## config.mk

```make
export PLATFORM = sky130hd
export DESIGN_NAME = mms_target
export DESIGN_NICKNAME = d
export VERILOG_FILES = /design/src/rtl/mms_pkg.sv /design/src/rtl/mms_target.sv
export SDC_FILE = /design/constraint.sdc
export NUM_CORES = 1
export LEC_CHECK = 0
export BUFFER_PORTS_ARGS = -buffer_cell sky130_fd_sc_hd__buf_2
export CELL_PAD_IN_SITES_DETAIL_PLACEMENT = 1
export CELL_PAD_IN_SITES_GLOBAL_PLACEMENT = 1
export CORE_UTILIZATION = 42
export CTS_CLUSTER_DIAMETER = 30
export DETAILED_ROUTE_END_ITERATION = 6
export PLACE_DENSITY = 0.72
export SYNTH_ARGS = -nofsm -noshare
export SYNTH_HDL_FRONTEND = slang
export SYNTH_SLANG_ARGS = --single-unit
```

## constraint.sdc

```tcl
create_clock -name i_clk -period 3.1 [get_ports i_clk]
set_input_delay 0.31 -clock i_clk [delete_from_list [all_inputs] [get_ports i_clk]]
set_output_delay 0.31 -clock i_clk [all_outputs]
set_load 0.01 [all_outputs]
```

## src/rtl/mms_pkg.sv

```systemverilog
/*
  Constants and types for the two-wire management target.
  Assumes a single 50 MHz clock domain in which all link pins are sampled.
*/
package mms_pkg;

  ////////////////////////////////////////////////////////////////////////////
  // Byte and address layout.
  localparam int unsigned BYTE_W = 8;
  localparam int unsigned ADDR_W = 8;
  localparam int unsigned BIT_CNT_W = 3;
  localparam logic [BIT_CNT_W-1:0] LAST_BIT = 3'h7;
  // The top address bit selects the lower or upper 128-byte area.
  localparam int unsigned AREA_BIT = 7;
  localparam logic [ADDR_W-1:0] PTR_RESET = 8'h00;

  // Control bytes that open a transaction.
  localparam logic [BYTE_W-1:0] CTRL_READ = 8'hA1;
  localparam logic [BYTE_W-1:0] CTRL_WRITE = 8'hA0;

  ////////////////////////////////////////////////////////////////////////////
  // Write buffer geometry.
  localparam int unsigned BUF_DEPTH = 2;
  localparam int unsigned BUF_W = ADDR_W + BYTE_W;
  localparam logic [1:0] BUF_FULL = 2'h2;

  ////////////////////////////////////////////////////////////////////////////
  // Link engine states.
  typedef enum logic [6:0] {
    ST_IDLE = 7'b000_0001,
    ST_RX = 7'b000_0010,
    ST_DECIDE = 7'b000_0100,
    ST_ACK = 7'b000_1000,
    ST_TX = 7'b001_0000,
    ST_RACK = 7'b010_0000,
    ST_IGNORE = 7'b100_0000
  } mms_state_t;

  // Meaning of the byte being received.
  typedef enum logic [2:0] {
    KIND_CTRL = 3'b001,
    KIND_ADDR = 3'b010,
    KIND_DATA = 3'b100
  } mms_kind_t;

endpackage : mms_pkg

```

## src/rtl/mms_target.sv

```systemverilog
/*
  Two-wire management target: control byte decoding, current byte address
  pointer with area roll-over, read byte shifting, ACK/NACK generation and a
  two-entry buffer of committed write bytes toward the memory.
  Assumes SCL, SDA and the select line arrive from outside the clock domain,
  that SDA is an open-drain wire resolved outside, and that the memory answers
  o_rd_addr combinationally on i_rd_data.
*/
// Behaviour
// - One current byte address pointer serves accesses that carry no address.
// - An explicit byte address in an access is loaded into the pointer.
// - Each byte read or written advances the pointer within its 128-byte area.
// - Lower area: incrementing 127 gives 0.
// - Upper area: incrementing 255 gives 128.
// - The pointer is kept between accesses while powered and no violation occurs.
// - Select asserted enables the management link; deasserted passivates it.
// - Initiator makes SCL; both sides sample SDA on SCL rising edges.
// - Data bits change SDA only while SCL is low.
// - SDA falling while SCL high is START; transactions open with it.
// - SDA rising while SCL high is STOP; regular transactions close with it.
// - Bytes are 8 bits, MSB first, low is 0 and high is 1.
// - First byte is control: A1 hex reads, A0 hex writes.
// - Transmitter releases SDA one bit time; receiver pulls low to ACK.
// - Target ACKs control bytes and every byte received in a write; the code NACKs data while the buffer is full and a byte is pending.
// - The serial interface enters idle at power-up.
// - A write's byte address loads the pointer at once, before data.
// - Repeated START instead of STOP drops pending data, pointer not incremented.
// - After an orderly STOP the pointer increments before the next transaction; the code defers it while the buffer is full and NACKs control bytes until then.
module mms_target
  import mms_pkg::*;
(
  input wire logic i_clk,
  input wire logic i_rst_b,
  input wire logic i_scl,
  input wire logic i_sda,
  output logic o_sda_o,
  output logic o_sda_oe,
  input wire logic i_module_select_line,
  output logic [ADDR_W-1:0] o_rd_addr,
  output logic o_rd_strobe,
  input wire logic [BYTE_W-1:0] i_rd_data,
  output logic o_wr_valid,
  input wire logic i_wr_ready,
  output logic [ADDR_W-1:0] o_wr_addr,
  output logic [BYTE_W-1:0] o_wr_data
);

  ////////////////////////////////////////////////////////////////////////////
  // Declarations.
  logic [2:0] sync1_q;
  logic [2:0] sync2_q;
  logic scl_p_q;
  logic sda_p_q;
  logic scl_s;
  logic sda_s;
  logic sel_s;
  logic scl_rise;
  logic scl_fall;
  logic start_ev;
  logic stop_ev;
  mms_state_t state_q;
  mms_kind_t kind_q;
  logic [BIT_CNT_W-1:0] cnt_q;
  logic [BYTE_W-1:0] shift_q;
  logic [BYTE_W-1:0] rx_byte;
  logic byte_done;
  logic accept;
  logic ack_q;
  logic read_q;
  logic host_ack_q;
  logic [ADDR_W-1:0] ptr_q;
  logic [BYTE_W-1:0] pend_data_q;
  logic pend_wr_q;
  logic commit_q;
  logic pend_inc_q;
  logic data_push;
  logic buf_in_valid;
  logic buf_in_ready;
  logic buf_push;
  logic host_acked;
  logic load_tx;
  logic sda_oe_q;
  logic rd_strobe_q;
  logic [BUF_W-1:0] buf_q [BUF_DEPTH];
  logic buf_wr_idx_q;
  logic buf_rd_idx_q;
  logic [1:0] buf_cnt_q;

  // Increment inside the current 128-byte area; the area bit never changes.
  function automatic logic [ADDR_W-1:0] area_inc(input logic [ADDR_W-1:0] a);
    logic [AREA_BIT-1:0] low;
    low = a[AREA_BIT-1:0] + 7'h01;
    return {a[AREA_BIT], low};
  endfunction : area_inc

  ////////////////////////////////////////////////////////////////////////////
  // Pin synchronisers; the first stage feeds only the second.
  always_ff @(posedge i_clk) begin
    if (!i_rst_b) begin
      sync1_q <= 3'h7;
      sync2_q <= 3'h7;
      scl_p_q <= 1'b1;
      sda_p_q <= 1'b1;
    end else begin
      sync1_q <= {i_module_select_line, i_sda, i_scl};
      sync2_q <= sync1_q;
      scl_p_q <= sync2_q[0];
      sda_p_q <= sync2_q[1];
    end
  end

  // Edge and framing detection on the synchronised pins.
  assign scl_s = sync2_q[0];
  assign sda_s = sync2_q[1];
  assign sel_s = sync2_q[2];
  assign scl_rise = scl_s & ~scl_p_q;
  assign scl_fall = ~scl_s & scl_p_q;
  assign start_ev = sel_s & scl_s & scl_p_q & sda_p_q & ~sda_s;
  assign stop_ev = sel_s & scl_s & scl_p_q & ~sda_p_q & sda_s;

  ////////////////////////////////////////////////////////////////////////////
  // Byte reception and the accept decision taken at the eighth bit.
  assign rx_byte = {shift_q[BYTE_W-2:0], sda_s};
  assign byte_done = (state_q == ST_RX) & scl_rise & (cnt_q == LAST_BIT);
  assign data_push = byte_done & (kind_q == KIND_DATA) & pend_wr_q & buf_in_ready;

  // A held-off write commit makes the next control byte go unanswered.
  always_comb begin
    unique case (kind_q)
      KIND_CTRL: accept = ((rx_byte == CTRL_READ) | (rx_byte == CTRL_WRITE)) & ~commit_q;
      KIND_ADDR: accept = 1'b1;
      KIND_DATA: accept = ~pend_wr_q | buf_in_ready;
      default: accept = 1'b0;
    endcase
  end

  assign host_acked = (state_q == ST_RACK) & scl_fall & host_ack_q;
  assign load_tx = ((state_q == ST_ACK) & scl_fall & read_q) | host_acked;

  ////////////////////////////////////////////////////////////////////////////
  // Link state machine; framing wins at any bit position.
  always_ff @(posedge i_clk) begin
    if (!i_rst_b) begin
      state_q <= ST_IDLE;
      kind_q <= KIND_CTRL;
      cnt_q <= '0;
      shift_q <= '0;
      ack_q <= 1'b0;
      read_q <= 1'b0;
      host_ack_q <= 1'b0;
    end else if (!sel_s) begin
      state_q <= ST_IDLE;
    end else if (start_ev) begin
      state_q <= ST_RX;
      kind_q <= KIND_CTRL;
      cnt_q <= '0;
    end else if (stop_ev) begin
      state_q <= ST_IDLE;
    end else begin
      unique case (state_q)
        ST_IDLE: state_q <= ST_IDLE;
        ST_RX: begin
          if (scl_rise) begin
            shift_q <= rx_byte;
            cnt_q <= cnt_q + 3'h1;
            if (cnt_q == LAST_BIT) begin
              ack_q <= accept;
              state_q <= ST_DECIDE;
              if (kind_q == KIND_CTRL) begin
                read_q <= rx_byte[0];
              end
            end
          end
        end
        ST_DECIDE: begin
          if (scl_fall) begin
            state_q <= ack_q ? ST_ACK : ST_IGNORE;
          end
        end
        ST_ACK: begin
          if (scl_fall) begin
            cnt_q <= '0;
            if (read_q) begin
              state_q <= ST_TX;
              shift_q <= i_rd_data;
            end else begin
              state_q <= ST_RX;
              kind_q <= (kind_q == KIND_CTRL) ? KIND_ADDR : KIND_DATA;
            end
          end
        end
        ST_TX: begin
          if (scl_rise) begin
            cnt_q <= cnt_q + 3'h1;
          end else if (scl_fall) begin
            shift_q <= {shift_q[BYTE_W-2:0], 1'b0};
            if (cnt_q == '0) begin
              state_q <= ST_RACK;
            end
          end
        end
        ST_RACK: begin
          if (scl_rise) begin
            host_ack_q <= ~sda_s;
          end else if (scl_fall) begin
            if (host_ack_q) begin
              state_q <= ST_TX;
              shift_q <= i_rd_data;
            end else begin
              state_q <= ST_IGNORE;
            end
          end
        end
        ST_IGNORE: state_q <= ST_IGNORE;
        default: state_q <= ST_IDLE;
      endcase
    end
  end

  ////////////////////////////////////////////////////////////////////////////
  // SDA drive: open drain, pulled low only for ACK or a zero read bit.
  always_ff @(posedge i_clk) begin
    if (!i_rst_b) begin
      sda_oe_q <= 1'b0;
    end else if (!sel_s | start_ev | stop_ev) begin
      sda_oe_q <= 1'b0;
    end else if (scl_fall) begin
      if (state_q == ST_DECIDE) begin
        sda_oe_q <= ack_q;
      end else if (load_tx) begin
        sda_oe_q <= ~i_rd_data[BYTE_W-1];
      end else if ((state_q == ST_TX) & (cnt_q != '0)) begin
        sda_oe_q <= ~shift_q[BYTE_W-2];
      end else begin
        sda_oe_q <= 1'b0;
      end
    end
  end

  assign o_sda_o = 1'b0;
  assign o_sda_oe = sda_oe_q;

  // Read strobe is registered: it marks the cycle after the one in which a read byte is taken from memory.
  always_ff @(posedge i_clk) begin
    if (!i_rst_b) begin
      rd_strobe_q <= 1'b0;
    end else begin
      rd_strobe_q <= sel_s & ~start_ev & ~stop_ev & load_tx;
    end
  end

  assign o_rd_strobe = rd_strobe_q;
  assign o_rd_addr = ptr_q;

  ////////////////////////////////////////////////////////////////////////////
  // Pending write byte and deferred increments.
  // A data byte waits until the next byte or STOP proves it was not aborted.
  always_ff @(posedge i_clk) begin
    if (!i_rst_b) begin
      pend_wr_q <= 1'b0;
      pend_data_q <= '0;
      commit_q <= 1'b0;
      pend_inc_q <= 1'b0;
    end else begin
      if (buf_push & commit_q) begin
        pend_wr_q <= 1'b0;
        commit_q <= 1'b0;
      end else if (start_ev & ~commit_q) begin
        pend_wr_q <= 1'b0;
      end else if (stop_ev & pend_wr_q) begin
        commit_q <= 1'b1;
      end else if (byte_done & (kind_q == KIND_DATA) & accept) begin
        pend_wr_q <= 1'b1;
        pend_data_q <= rx_byte;
      end
      // A NACKed final read byte is counted when STOP arrives.
      if (start_ev | stop_ev) begin
        pend_inc_q <= 1'b0;
      end else if ((state_q == ST_RACK) & scl_fall & ~host_ack_q) begin
        pend_inc_q <= 1'b1;
      end
    end
  end

  ////////////////////////////////////////////////////////////////////////////
  // Current byte address pointer; kept across select and idle periods.
  // A host ACK advances it on the ACK bit's rising edge, so that the next read byte
  // is fetched at the new address on the following fall rather than at the old one.
  always_ff @(posedge i_clk) begin
    if (!i_rst_b) begin
      ptr_q <= PTR_RESET;
    end else if (buf_push) begin
      ptr_q <= area_inc(ptr_q);
    end else if (stop_ev & pend_inc_q) begin
      ptr_q <= area_inc(ptr_q);
    end else if (sel_s & (state_q == ST_RACK) & scl_rise & ~sda_s) begin
      ptr_q <= area_inc(ptr_q);
    end else if (byte_done & (kind_q == KIND_ADDR)) begin
      ptr_q <= rx_byte;
    end else begin
      ptr_q <= ptr_q;
    end
  end

  ////////////////////////////////////////////////////////////////////////////
  // Two-entry write buffer toward the memory; a full buffer NACKs new data while a byte is pending.
  assign buf_in_valid = (pend_wr_q & commit_q) | data_push;
  assign buf_in_ready = (buf_cnt_q != BUF_FULL);
  assign buf_push = buf_in_valid & buf_in_ready;
  assign o_wr_valid = (buf_cnt_q != 2'h0);
  assign o_wr_addr = buf_q[buf_rd_idx_q][BUF_W-1:BYTE_W];
  assign o_wr_data = buf_q[buf_rd_idx_q][BYTE_W-1:0];

  // Entry storage, one flop group per slot.
  for (genvar e = 0; e < BUF_DEPTH; e++) begin : g_buf
    always_ff @(posedge i_clk) begin
      if (!i_rst_b) begin
        buf_q[e] <= '0;
      end else if (buf_push & (buf_wr_idx_q == 1'(e))) begin
        buf_q[e] <= {ptr_q, pend_data_q};
      end
    end
  end

  // Buffer pointers and fill count.
  always_ff @(posedge i_clk) begin
    if (!i_rst_b) begin
      buf_wr_idx_q <= 1'b0;
      buf_rd_idx_q <= 1'b0;
      buf_cnt_q <= 2'h0;
    end else begin
      if (buf_push) begin
        buf_wr_idx_q <= ~buf_wr_idx_q;
      end
      if (o_wr_valid & i_wr_ready) begin
        buf_rd_idx_q <= ~buf_rd_idx_q;
      end
      unique case ({buf_push, o_wr_valid & i_wr_ready})
        2'b10: buf_cnt_q <= buf_cnt_q + 2'h1;
        2'b01: buf_cnt_q <= buf_cnt_q - 2'h1;
        default: buf_cnt_q <= buf_cnt_q;
      endcase
    end
  end

endmodule : mms_target

```

# == After elaboration in Yosys (flattened, before gate mapping) ==
# Memories as Yosys holds them, arrays and structs flattened. A register that Yosys moved wholly into a read port is not among the register bits.
# Cells that the tools add are included.
# word_totals
ff_bits,56
ramBits,32
in_bits,14
wordCells,218
mem_count,1
# op_classes
add_sub_neg,4
eq_ne,39
mux,55
n_bitwise,67
reduce_logical,29
# mem_list
name,depth,word_bits,rd,rd_clocked_by_memory_dff,write_ports,line_no,rtl
buf_q,2,16,1,1,2,mms_target.sv:84,logic [BUF_W-1:0] buf_q [BUF_DEPTH];
# ops
cell,count
two-way mux 7 bit,23
case mux 7 bit (6 select lines),1
bitwise AND 1 bit,37
two-way mux 16 bit,2
!= test 4 bit (second input constant),8
two-way mux 3 bit,10
case mux 7 bit (4 select lines),1
!= test 2 bit (second input constant),13
NOT 1 bit,21
AND reduction 9 bit,2
equality test 8 bit (second input constant),2
AND reduction 5 bit,3
two-way mux 1 bit,12
AND reduction 12 bit,1
OR 1 bit,9
AND reduction 4 bit,2
nonzero test 2 bit,4
nonzero test 4 bit,2
OR reduction 2 bit,4
adder 7 x 1 -> 7 bit (second input constant),1
equality test 7 x 2 -> 1 bit (second input constant),1
equality test 7 x 3 -> 1 bit (second input constant),1
equality test 7 x 4 -> 1 bit (second input constant),1
equality test 7 x 5 -> 1 bit (second input constant),1
other kinds (27),32

# == Depth between registers and ports, before layout ==
# Gate-level depths: netlist of the first run.
# logic_depth
ltp_word,14
mapped_depth,10
mapped_depth_nobuf,10

# == Worst setup path after synthesis of the first run ==
# Ideal clock, no wire load.
# synth_path
path_kind,register to register
start,register state_q[4]
end,"memory buf_q[0][0] (netlist bit), enable pin"
setup_ps,411
arrival_time_ps,2680
required_ps,2689
path_slack_ps,9
stages_incl_launch_ff,6
n_path_buf,0
synth_period_minus_slack_ps,3091
cell_sequence,dfxtp_1 -> or4b_4 -> nor4b_2 -> o21a_1 -> inv_1 -> o21ai_0
# synth_lines
element,line_no,rtl
"start, declared",mms_target.sv:61,mms_state_t state_q;
"start signal, assigned",mms_target.sv:177,state_q <= ack_q ? ST_ACK : ST_IGNORE;
"end, declared",mms_target.sv:84,

# == Final worst setup path of the first run ==
# layout_path
start,register state_q[4]
end,register buf_cnt_q[1]
# layout_via
elab_chain_len,10
# layout_rtl
element,line_no,rtl
equality test 7 x 2 -> 1 bit (*),mms_target.sv:124,assign byte_done = (state_q == ST_RX) & scl_rise & (cnt_q == LAST_BIT);
bitwise AND 1 bit (*) (2 in a row),mms_target.sv:124,
bitwise AND 1 bit (*) (3 in a row),mms_target.sv:125,assign data_push = byte_done & (kind_q == KIND_DATA) & pend_wr_q & buf_in_ready;
OR 1 bit (*),mms_target.sv:307,assign buf_in_valid = (pend_wr_q & commit_q) | data_push;
bitwise AND 1 bit (*),mms_target.sv:309,assign buf_push = buf_in_valid & buf_in_ready;
equality test 2 x 1 -> 1 bit or equality test 2 bit (tied branches),mms_target.sv:338,"unique case ({buf_push, o_wr_valid & i_wr_ready})"
case mux 2 bit (2 select lines) or nonzero test 2 bit (tied branches),n/a,
"end signal, assigned",mms_target.sv:339,2'b10: buf_cnt_q <= buf_cnt_q + 2'h1;
"end signal, assigned",mms_target.sv:340,2'b01: buf_cnt_q <= buf_cnt_q - 2'h1;
"end signal, assigned",mms_target.sv:341,default: buf_cnt_q <= buf_cnt_q;
"end, declared",mms_target.sv:87,logic [1:0] buf_cnt_q;
# Mark *: on every way between the ends. The rest lies on a longest branch, timed or not.
# A chain may end at the register's enable or synchronous reset.

==> results of run 1 <==
-- cells in the mapped netlist (2+ instances only) --
master,instances,area (um2)
sky130_fd_sc_hd__dfxtp_1,57,1141
sky130_fd_sc_hd__nor3_1,8,40.04
sky130_fd_sc_hd__ha_1,5,62.56
sky130_fd_sc_hd__a21oi_1,15,75.07
sky130_fd_sc_hd__nor2_1,49,183.9
sky130_fd_sc_hd__nor3b_1,5,37.54
sky130_fd_sc_hd__or3_1,7,43.79
sky130_fd_sc_hd__nor4bb_1,2,20.02
sky130_fd_sc_hd__o311ai_1,2,17.52
sky130_fd_sc_hd__nand3_1,11,55.05
sky130_fd_sc_hd__nor2b_1,9,56.30
sky130_fd_sc_hd__nor4_1,3,18.77
sky130_fd_sc_hd__nand2b_1,16,100.1
sky130_fd_sc_hd__o21a_1,2,15.01
sky130_fd_sc_hd__edfxtp_1,32,960.9
sky130_fd_sc_hd__o22ai_1,2,12.51
sky130_fd_sc_hd__nand4_1,3,18.77
sky130_fd_sc_hd__o21ai_0,12,60.06
sky130_fd_sc_hd__nand3b_1,2,15.01
sky130_fd_sc_hd__mux2i_1,18,180.2
sky130_fd_sc_hd__nand2_1,20,75.07
sky130_fd_sc_hd__nor4b_1,2,17.52
sky130_fd_sc_hd__a32oi_1,2,17.52
sky130_fd_sc_hd__xnor2_1,4,35.03
sky130_fd_sc_hd__o211ai_1,5,37.54
sky130_fd_sc_hd__mux2_2,17,191.4
sky130_fd_sc_hd__or3b_2,3,26.28
sky130_fd_sc_hd__and3_1,3,18.77
sky130_fd_sc_hd__or4_1,3,22.52
sky130_fd_sc_hd__a31oi_1,9,56.30
sky130_fd_sc_hd__a32o_1,2,20.02
sky130_fd_sc_hd__or4b_4,2,27.53
sky130_fd_sc_hd__a211oi_1,9,67.56
sky130_fd_sc_hd__inv_1,12,45.04
sky130_fd_sc_hd__and2_1,33,206.5
sky130_fd_sc_hd__clkbuf_1,22,82.58
sky130_fd_sc_hd__xor2_1,4,35.03
-- cell usage in the layout, fill, tap and decap left out, types with 7 or more instances in the layout --
cell	count
sky130_fd_sc_hd__a21oi_1	15
sky130_fd_sc_hd__and2_1	33
sky130_fd_sc_hd__o21ai_0	11
sky130_fd_sc_hd__nor2b_1	9
sky130_fd_sc_hd__nor3_1	8
sky130_fd_sc_hd__mux2i_1	18
sky130_fd_sc_hd__or3_1	7
sky130_fd_sc_hd__a211oi_1	9
sky130_fd_sc_hd__buf_2	40
sky130_fd_sc_hd__edfxtp_1	32
sky130_fd_sc_hd__nand2b_1	16
sky130_fd_sc_hd__clkbuf_8	9
sky130_fd_sc_hd__buf_4	17
sky130_fd_sc_hd__nand2_1	20
sky130_fd_sc_hd__nand3_1	11
sky130_fd_sc_hd__inv_1	12
sky130_fd_sc_hd__dfxtp_1	57
sky130_fd_sc_hd__a31oi_1	9
sky130_fd_sc_hd__nor2_1	49
sky130_fd_sc_hd__mux2_2	17
-- state kept, by name, indices dropped and copies added (netlist names), 2 cells and up, named ones only --
register and flops:
buf_q 32, state_q 7, shift_q 7, sync1_q 3, pend_data_q 8, o_rd_addr 8
kind_q 3, buf_cnt_q 2, sync2_q 3, cnt_q 3
-- routing by layer --
layer | wire [um] | global-route usage (%) | vias up | share of wire (%)
li1 | - | - | 1631 | -
met1 | 4760 | 24.83 | 1588 | 45
met2 | 5371 | 39.54 | 49 | 51
met3 | 213 | 2.983 | 15 | 2.0
met4 | 205 | 9.209 | 0 | 1.9
met5 | 0 | 0 | - | 0
-- kinds of logic (layout without fill, tap and decap cells) --
group                    count (synthesis)  in the layout  synth area share [%]
AND/OR/NAND/NOR                        189            189                 25.09
flip-flops                              89             89                 49.24
AO/OA/AOI/OAI                           68             68                 10.61
multiplexers                            35             35                 8.704
buffers and inverters                   35             85                 3.165
XOR/XNOR                                 8              8                 1.641
adder cells (fa/ha/maj)                  5              5                 1.465
other                                    1              1               0.08784
-- critical path, delay by kind of cell, from the launching register on --
kind | cells | cell delay [ns]
flops | 1 | 0.36
buf+inv | 1 | 0.08
simple gates | 3 | 1.46
compound gates | 2 | 0.42
fa+ha+maj | 1 | 0.33
-- final cells by class --
cell class	count	area [um2]
Fill cell	1154	4989
Sequential cell	89	2102
Multi-Input combinational cell	306	2032
Timing Repair Buffer	57	327.8
Tap cell	133	166.4
Clock buffer	12	135.1
Inverter	12	45.04
Clock inverter	4	22.52
-- power groups by stage --
stage,Combinational [uW],Sequential (uW),Clock [uW]
2_1_floorplan,53.2,1260,0
3_3_place_gp,85.3,1260,0
3_5_place_dp,85.9,1260,0
4_1_cts,86.5,1240,710
5_1_grt,93.8,1240,760
6_report,84.6,1230,685
-- through the flow --
step                util (%)  hold WS [ns]  total power, uW  cells  cell area (um2)
global route           49.20        0.1174             2091    613             4831
global placement       47.59        0.3940             1346    597             4673
finish                 49.20        0.1390             2004    613             4831
floorplan                  -        0.3830             1311    430             4269
CTS                    49.20        0.1199             2031    613             4831
detailed placement     47.59        0.3986             1348    597             4673
-- how the worst max path moves through the flow --
stage / from / endpoint / slack (ns)
5_1_grt: state_q[4] / buf_cnt_q[1] / 0.25
4_1_cts: state_q[4] / buf_cnt_q[1] / 0.37
3_3_place_gp: state_q[4] / o_rd_addr[5] / 0.47
2_1_floorplan: state_q[4] / buf_q[0][0] / 0.009
6_report: state_q[4] / buf_cnt_q[1] / 0.36
3_5_place_dp: state_q[4] / o_rd_addr[5] / 0.39
==> impl_summary.txt, run 1 <==
----------------------------------------------------
[Clock network]
  Maximum clock insertion buffer count ... 2
  Count of clock tree sinks ... 89
  Count of cells resized by post-cts repair ... 0
  # H-tree levels ... 3
  Number of setup buffers added after CTS ... 0
  CTS clk-pin slew, worst paths ... 0.09 ns
  # hold bufs at CTS ... 0
  Clock root buffer ... sky130_fd_sc_hd__clkbuf_8
  Worst-Skew Late Latency ... 0.36 ns
  Clock buffer count from CTS ... 9
  Clock tree from TritonCTS ... done

[Synth]
  Number of distinct library cells after synthesis ... 55
  Portion of the post-synthesis area used by sequential elements ... 49.24%
  Synthesized cell area ... 0.004269 mm2
  Share of flip-flops with an asynchronous set or reset ... 0%
  Count of state elements after synthesis ... 89
  Number of nets in the synthesized netlist ... 449
  Warnings, synthesis ... 0
  Mean Syn Cell Area ... 9.928 um2
  Top_reg_cell synth ... sky130_fd_sc_hd__dfxtp_1
  Number of enable flip-flop cells after synthesis ... 32
  Gate count of the mapped netlist ... 430

[GRT]
  Total congestion overflow after global routing ... 0
  Pin count of the biggest net entering global routing ... 34
  Overall Global Routing Usage ... 21.48%
  Number of antenna violations at the first check in global routing ... 0
  First-pass GRT wire length ... 16,990 um
  Number of global-route vias before repair ... 3,394

[Placed design]
  Count of input and output buffers ... 40
  DPL Wire Length ... 7838 um
  GPL Wtd Cong ... 0.8878
  Pre-CTS setup slack ... 0.3904 ns

[STA]
  Crit path time final ... 2.737 ns
  Final setup TNS ... 0 ns
  Unrepaired setup endpoints after global routing ... false
  Slew Limit Headroom ... 28.42%
  Final critical-path share of the clock period ... 88.29%
  Setup slack of the critical path after layout ... 0.3629 ns
  Final setup violating endpoints ... 0
  Pins over their slew limit ... 0
  Slew at the pin closest to its max-slew limit ... 1.073 ns
  Final hold vios ... 0
  Upper clock frequency limit ... 365.3 MHz
  Setup clock skew after layout ... 0.01320 ns

[Finish]
  Share of final-layout standard cells stronger than drive strength 1 ... 20.42%
  Layout Area Growth over Synthesis ... 13.16%
  Net count of the finished layout ... 494
  Diode insertion count for antenna repair ... 0

[Min path]
  Worst hold stages ... 2
  Worst min-delay path category ... in2reg
  Hold_sp ... i_scl
  End point of the most critical hold path ... sync1_q[0]

[Power]
  Fraction of power spent switching nets ... 22.85%
  Switch Pwr ... 457.9 uW
  Sequential group share of total power ... 61.6%
  Ratio of total power to cell area ... 414.9 mW/mm2
  Peak supply drop ... 0.1729 mV
  Power share of the clock group ... 34.2%
  Logic gate share of total power ... 4.2%
  Static leakage ... 0.001821 uW
  Cell-internal power ... 1546 uW

[Routing]
  Via-per-instance ratio ... 5.356
  Starting DRC count in detailed routing ... 78
  Routed length per instance ... 17.21 um
  Drc violations ... 0
  Total number of vias ... 3,283
  Remaining number of nets flagged by the antenna check after routing ... 0
  First-pass DRT Iterations ... 4
  Wire length after detailed routing ... 10,550 um

[Critical path]
  Number of cells on the worst reg-to-reg path ... 7
  R2R Path Start ... state_q[4]
  Register-to-register setup slack ... 0.36 ns
  Biggest fanout along the worst timing path ... 5
  Master of the slowest instance on the critical path ... sky130_fd_sc_hd__or4b_4
  Arrival time at the worst endpoint ... 3.00 ns
  Critical path capture point type ... flip-flop
  Endpoint of the lowest-slack register-to-register path ... buf_cnt_q[1]
  Startpoint kind of the worst setup timing path ... flip-flop
  Path type of the worst setup path ... reg2reg
  Critical path's largest stage delay ... 0.59 ns
  Critical Path, Cell by Cell ... or4b_4 -> nor4b_2 -> o21a_1 -> inv_1 -> ha_1 -> or3_1 -> a21oi_1
  Required @ worst endpoint ... 3.37 ns

[Die]
  Floorplan die area ... 0.01057 mm2
  Effective utilization at floorplan ... 43.48%
  Core footprint ... 0.009819 mm2
  Die Y-Extent ... 102.8 um
  IO Pins ... 42
  Floorplan die width ... 102.8 um
  Site Rows ... 36

[Job]
  MaxCap Viol Count ... 0

[Outcome]
  Status ... finished, final reports clean

----------------------------------------------------
Note: power is estimated with default switching activity, not from simulation.
==> run 2, diff against run 1 <==
--- a/config.mk
+++ b/config.mk
@@ -12,6 +12,7 @@
 export CTS_CLUSTER_DIAMETER = 30
 export DETAILED_ROUTE_END_ITERATION = 6
 export PLACE_DENSITY = 0.72
+export RECOVER_POWER = 100
 export SYNTH_ARGS = -nofsm -noshare
 export SYNTH_HDL_FRONTEND = slang
 export SYNTH_SLANG_ARGS = --single-unit
==> impl_summary.txt, run 2 (synthesis gave the netlist of run 1 again) <==
----------------------------------------------------
[Die]
  IO Pins ... 42
  Core footprint ... 0.009819 mm2
  Floorplan die area ... 0.01057 mm2
  Site Rows ... 36
  Die Y-Extent ... 102.8 um
  Floorplan die width ... 102.8 um
  Effective utilization at floorplan ... 43.48%

[STA]
  Setup clock skew after layout ... 0.01281 ns
  Final setup TNS ... 0 ns
  Final critical-path share of the clock period ... 91.28%
  Upper clock frequency limit ... 353.4 MHz
  Final hold vios ... 0
  Slew Limit Headroom ... 28.60%
  Pins over their slew limit ... 0
  Crit path time final ... 2.830 ns
  Slew at the pin closest to its max-slew limit ... 1.070 ns
  Final setup violating endpoints ... 0
  Unrepaired setup endpoints after global routing ... false

[Power]
  Logic gate share of total power ... 4.1%
  Peak supply drop ... 0.1730 mV
  Fraction of power spent switching nets ... 22.92%
  Static leakage ... 0.001673 uW
  Ratio of total power to cell area ... 420.1 mW/mm2
  Switch Pwr ... 458.8 uW
  Sequential group share of total power ... 61.7%
  Power share of the clock group ... 34.2%
  Cell-internal power ... 1543 uW

[Critical path]
  Endpoint of the lowest-slack register-to-register path ... o_rd_addr[5]
  Number of cells on the worst reg-to-reg path ... 6
  Critical path capture point type ... flip-flop
  R2R Path Start ... state_q[4]
  Number of buffer and inverter instances along the worst setup path ... 0
  Critical path's largest stage delay ... 0.63 ns
  Critical Path, Cell by Cell ... or4b_1 -> or3b_1 -> or4b_4 -> or2_0 -> o311ai_0 -> a31oi_1
  Required @ worst endpoint ... 3.30 ns
  Biggest fanout along the worst timing path ... 6
  Largest delay share family, worst path ... simple AND/OR/NAND/NOR gates
  Path type of the worst setup path ... reg2reg
  Startpoint kind of the worst setup timing path ... flip-flop
  Arrival time at the worst endpoint ... 3.03 ns
  Register-to-register setup slack ... 0.27 ns
  Master of the slowest instance on the critical path ... sky130_fd_sc_hd__or4b_1

[GRT]
  First-pass GRT wire length ... 16,990 um
  Number of antenna violations at the first check in global routing ... 0
  Pin count of the biggest net entering global routing ... 34
  Overall Global Routing Usage ... 21.48%
  Total congestion overflow after global routing ... 0
  Number of global-route vias before repair ... 3,394

[Clock network]
  Number of setup buffers added after CTS ... 0
  # hold bufs at CTS ... 0
  Worst-Skew Late Latency ... 0.36 ns
  Maximum clock insertion buffer count ... 2
  Count of cells resized by post-cts repair ... 0
  Clock root buffer ... sky130_fd_sc_hd__clkbuf_8
  Clock tree from TritonCTS ... done
  Count of clock tree sinks ... 89
  Clock buffer count from CTS ... 9
  # H-tree levels ... 3
  CTS clk-pin slew, worst paths ... 0.09 ns

[Routing]
  Total number of vias ... 3,295
  Via-per-instance ratio ... 5.375
  Drc violations ... 0
  Wire length after detailed routing ... 10,620 um
  Remaining number of nets flagged by the antenna check after routing ... 0
  Routed length per instance ... 17.32 um
  First-pass DRT Iterations ... 4
  Starting DRC count in detailed routing ... 78

[Placed design]
  GPL Wtd Cong ... 0.8878
  Placed Instances ... 597
  DPL Wire Length ... 7838 um
  Placed inst area ... 0.004673 mm2
  Count of input and output buffers ... 40

[Finish]
  Register ranked first by flip-flop count ... buf_q
  Filler Cell Count ... 1,171
  Storage cell area ... 0.002102 mm2
  Area of the multi-input gates ... 0.002026 mm2
  Net count of the finished layout ... 494
  Share of final-layout standard cells stronger than drive strength 1 ... 13.13%
  Leading cell type in the layout, fill and taps excluded ... sky130_fd_sc_hd__dfxtp_1
  Final standard cell area without fillers ... 0.004766 mm2
  Diode insertion count for antenna repair ... 0
  Filler-free cell count of the finished design ... 613
  Max FFs per register ... 32
  Layout Area Growth over Synthesis ... 11.64%
  Commonest cells after routing, fill and taps aside ... sky130_fd_sc_hd__dfxtp_1, sky130_fd_sc_hd__nor2_1, sky130_fd_sc_hd__clkbuf_1
  Finished Core Util ... 48.53%

[Job]
  MaxCap Viol Count ... 0

[Min path]
  Worst min-delay path category ... in2reg
  Hold_sp ... i_sda
  Worst hold stages ... 2
  End point of the most critical hold path ... sync1_q[1]

[Outcome]
  Status ... finished, final reports clean

----------------------------------------------------
## run 2: through the flow
stage                     setup slack [ns]  total power, uW  hold slack (ns)
after floorplan                   0.009146             1311           0.3830
final                               0.2704             2002           0.1390
after detailed placement            0.3904             1348           0.3986
after global routing                0.1557             2088           0.1174
after global placement              0.4713             1346           0.3940
after CTS                           0.3668             2031           0.1199
## run 2: metal layers
layer	part of all wire, %	vias to the layer above	wire length [um]	global-route usage, %
li1	-	1629	-	-
met1	45	1606	4807	24.83
met2	51	45	5383	39.54
met3	2.1	15	228	2.983
met4	1.9	0	201	9.209
met5	0	-	0	0
## run 2: cell type report
| cell class | count | area share (%) |
|---|---|---|
| repair buffers | 57 | 5.645 |
| clock buffers | 12 | 2.835 |
| multi-input cells | 306 | 42.50 |
| flip-flops and latches | 89 | 44.11 |
| inverters | 12 | 0.9451 |
| clock inverters | 4 | 0.4726 |
| well taps | 133 | 3.492 |
## run 2: worst max-delay path by stage
| stage | start | endpoint | slack [ns] | cells past startpoint |
|---|---|---|---|---|
| finish | state_q[4] | o_rd_addr[5] | 0.27 | 6 |
| global route | state_q[4] | o_rd_addr[5] | 0.16 | 6 |
| CTS | state_q[4] | buf_cnt_q[1] | 0.37 | 7 |
| detailed placement | state_q[4] | o_rd_addr[5] | 0.39 | 6 |
| global placement | state_q[4] | o_rd_addr[5] | 0.47 | 6 |
| floorplan | state_q[4] | buf_q[0][0] | 0.009 | 5 |
## run 2: power by group through the flow
stage          Clock (uW)  Sequential (uW)  Combinational (uW)
2_1_floorplan           0             1260                53.2
3_3_place_gp            0             1260                85.3
3_5_place_dp            0             1260                85.9
4_1_cts               710             1240                86.5
5_1_grt               760             1240                90.6
6_report              685             1230                81.6
==> run 3, diff against run 2 <==
--- a/config.mk
+++ b/config.mk
@@ -11,8 +11,10 @@
 export CORE_UTILIZATION = 42
 export CTS_CLUSTER_DIAMETER = 30
 export DETAILED_ROUTE_END_ITERATION = 6
+export GPL_TIMING_DRIVEN = 0
 export PLACE_DENSITY = 0.72
 export RECOVER_POWER = 100
+export REMOVE_ABC_BUFFERS = 1
 export SYNTH_ARGS = -nofsm -noshare
 export SYNTH_HDL_FRONTEND = slang
 export SYNTH_SLANG_ARGS = --single-unit
==> impl_summary.txt, run 3 (synthesis gave the netlist of run 1 again) <==
----------------------------------------------------
[Critical path]
  Critical Path, Cell by Cell ... or4b_1 -> or3b_1 -> or4b_4 -> or2_0 -> o211ai_1 -> a31oi_1
  Largest delay share family, worst path ... simple AND/OR/NAND/NOR gates
  Startpoint kind of the worst setup timing path ... flip-flop
  Required @ worst endpoint ... 3.30 ns
  Master of the slowest instance on the critical path ... sky130_fd_sc_hd__or4b_1
  Biggest fanout along the worst timing path ... 11
  Path type of the worst setup path ... reg2reg
  Critical path capture point type ... flip-flop
  Arrival time at the worst endpoint ... 3.14 ns
  Critical path's largest stage delay ... 0.66 ns
  Number of buffer and inverter instances along the worst setup path ... 0

[STA]
  Pins over their slew limit ... 0
  Slew at the pin closest to its max-slew limit ... 1.046 ns
  Final critical-path share of the clock period ... 94.97%
  Upper clock frequency limit ... 339.7 MHz
  Final hold vios ... 0
  Final setup TNS ... 0 ns
  Final setup violating endpoints ... 0
  Slew Limit Headroom ... 30.20%
  Unrepaired setup endpoints after global routing ... false
  Crit path time final ... 2.944 ns
  Setup clock skew after layout ... 0.01424 ns

[Finish]
  Leading cell type in the layout, fill and taps excluded ... sky130_fd_sc_hd__dfxtp_1
  Register ranked first by flip-flop count ... buf_q
  Layout Area Growth over Synthesis ... 10.61%
  Finished Core Util ... 48.09%
  Diode insertion count for antenna repair ... 0
  Net count of the finished layout ... 477
  Commonest cells after routing, fill and taps aside ... sky130_fd_sc_hd__dfxtp_1, sky130_fd_sc_hd__nor2_1, sky130_fd_sc_hd__edfxtp_1
  Filler Cell Count ... 1,151
  Share of final-layout standard cells stronger than drive strength 1 ... 12.31%
  Filler-free cell count of the finished design ... 596
  Max FFs per register ... 32

[Routing]
  Remaining number of nets flagged by the antenna check after routing ... 0
  Wire length after detailed routing ... 10,240 um
  Total number of vias ... 3,304
  Drc violations ... 0
  Routed length per instance ... 17.18 um
  Via-per-instance ratio ... 5.544
  Starting DRC count in detailed routing ... 62
  First-pass DRT Iterations ... 4

[Die]
  Floorplan die width ... 102.8 um
  Core footprint ... 0.009819 mm2
  Die Y-Extent ... 102.8 um
  Floorplan die area ... 0.01057 mm2
  Site Rows ... 36
  Effective utilization at floorplan ... 43.48%
  IO Pins ... 42

[Power]
  Static leakage ... 0.001630 uW
  Power Total ... 2135 uW
  Peak supply drop ... 0.1835 mV
  Ratio of total power to cell area ... 452.1 mW/mm2

[Clock network]
  Clock root buffer ... sky130_fd_sc_hd__clkbuf_8
  Worst-Skew Late Latency ... 0.36 ns
  Count of clock tree sinks ... 89
  CTS clk-pin slew, worst paths ... 0.09 ns
  Clock buffer count from CTS ... 9
  Number of setup buffers added after CTS ... 0
  # hold bufs at CTS ... 0
  # H-tree levels ... 3
  Count of cells resized by post-cts repair ... 1
  Maximum clock insertion buffer count ... 2
  Clock tree from TritonCTS ... done

[Outcome]
  Status ... finished, final reports clean

[Job]
  MaxCap Viol Count ... 0

[GRT]
  Pin count of the biggest net entering global routing ... 34
  First-pass GRT wire length ... 16,210 um
  Overall Global Routing Usage ... 20.21%
  Number of global-route vias before repair ... 3,269
  Total congestion overflow after global routing ... 0
  Number of antenna violations at the first check in global routing ... 0

[Placed design]
  DPL Wire Length ... 7239 um
  Count of input and output buffers ... 40
  Placed Instances ... 580
  GPL Wtd Cong ... 0.8797

[Min path]
  Worst min-delay path category ... in2reg

----------------------------------------------------
## run 3: cell count changes in the layout (fill, tap and decap cells not counted), moves of 2 or more
cell,previous run,this run
sky130_fd_sc_hd__and2_0,17,15
sky130_fd_sc_hd__and2_1,16,18
sky130_fd_sc_hd__buf_4,10,0
sky130_fd_sc_hd__clkbuf_1,36,29
sky130_fd_sc_hd__clkbuf_2,2,0
sky130_fd_sc_hd__clkinv_2,3,0
sky130_fd_sc_hd__inv_6,0,3
sky130_fd_sc_hd__o311ai_0,2,0
sky130_fd_sc_hd__o311ai_1,0,2
## run 3: worst paths after layout
kind	start	to	slack, ns	cells after the start
worst max-delay path	state_q[4]	o_rd_addr[3]	0.16	6
worst min-delay path	i_module_select_line	sync1_q[2]	0.13	2
worst max register to register	state_q[4]	o_rd_addr[3]	0.16	6
worst min register to register	sync1_q[0]	sync2_q[0]	0.42	1
## run 3: worst register-to-register path, cell delays in order (launching register included)
cell and delay (ns):
sky130_fd_sc_hd__dfxtp_1 0.44, sky130_fd_sc_hd__or4b_1 0.66, sky130_fd_sc_hd__or3b_1 0.45, sky130_fd_sc_hd__or4b_4 0.59
sky130_fd_sc_hd__or2_0 0.35, sky130_fd_sc_hd__o211ai_1 0.17, sky130_fd_sc_hd__a31oi_1 0.12
## run 3: metrics by stage
step                hold WS, ns  worst slack, ns  cell area (um2)
floorplan                0.3830          -0.1625             4179
global placement         0.3916           -1.122             4546
detailed placement       0.3957         -0.03149             4549
CTS                      0.1216          0.02847             4757
global route             0.1195          0.03397             4722
finish                   0.1310           0.1558             4722
## run 3: cell type report
cell class,count,area [um2],area share (%)
clock buffers,10,127.6,2.703
clock inverters,6,72.57,1.537
inverters,12,45.04,0.9539
multi-input cells,306,2042,43.24
flip-flops and latches,89,2103,44.54
well taps,133,166.4,3.524
repair buffers,40,165.2,3.498
## run 3: layer usage
metal | track usage (%) | up-vias | share of wire, %
met3 | 2.644 | 20 | 2.5
met1 | 23.97 | 1625 | 45
met5 | 0 | - | 0
met2 | 36.41 | 53 | 50
li1 | - | 1606 | -
met4 | 8.992 | 0 | 2.5
## run 3: power by group
part	leakage, uW	switching (uW)	internal [uW]
clock network	0.0000979	438	383
logic	0.000740	49.3	26.9
registers	0.000792	11.8	1230
total	0.00163	499	1640
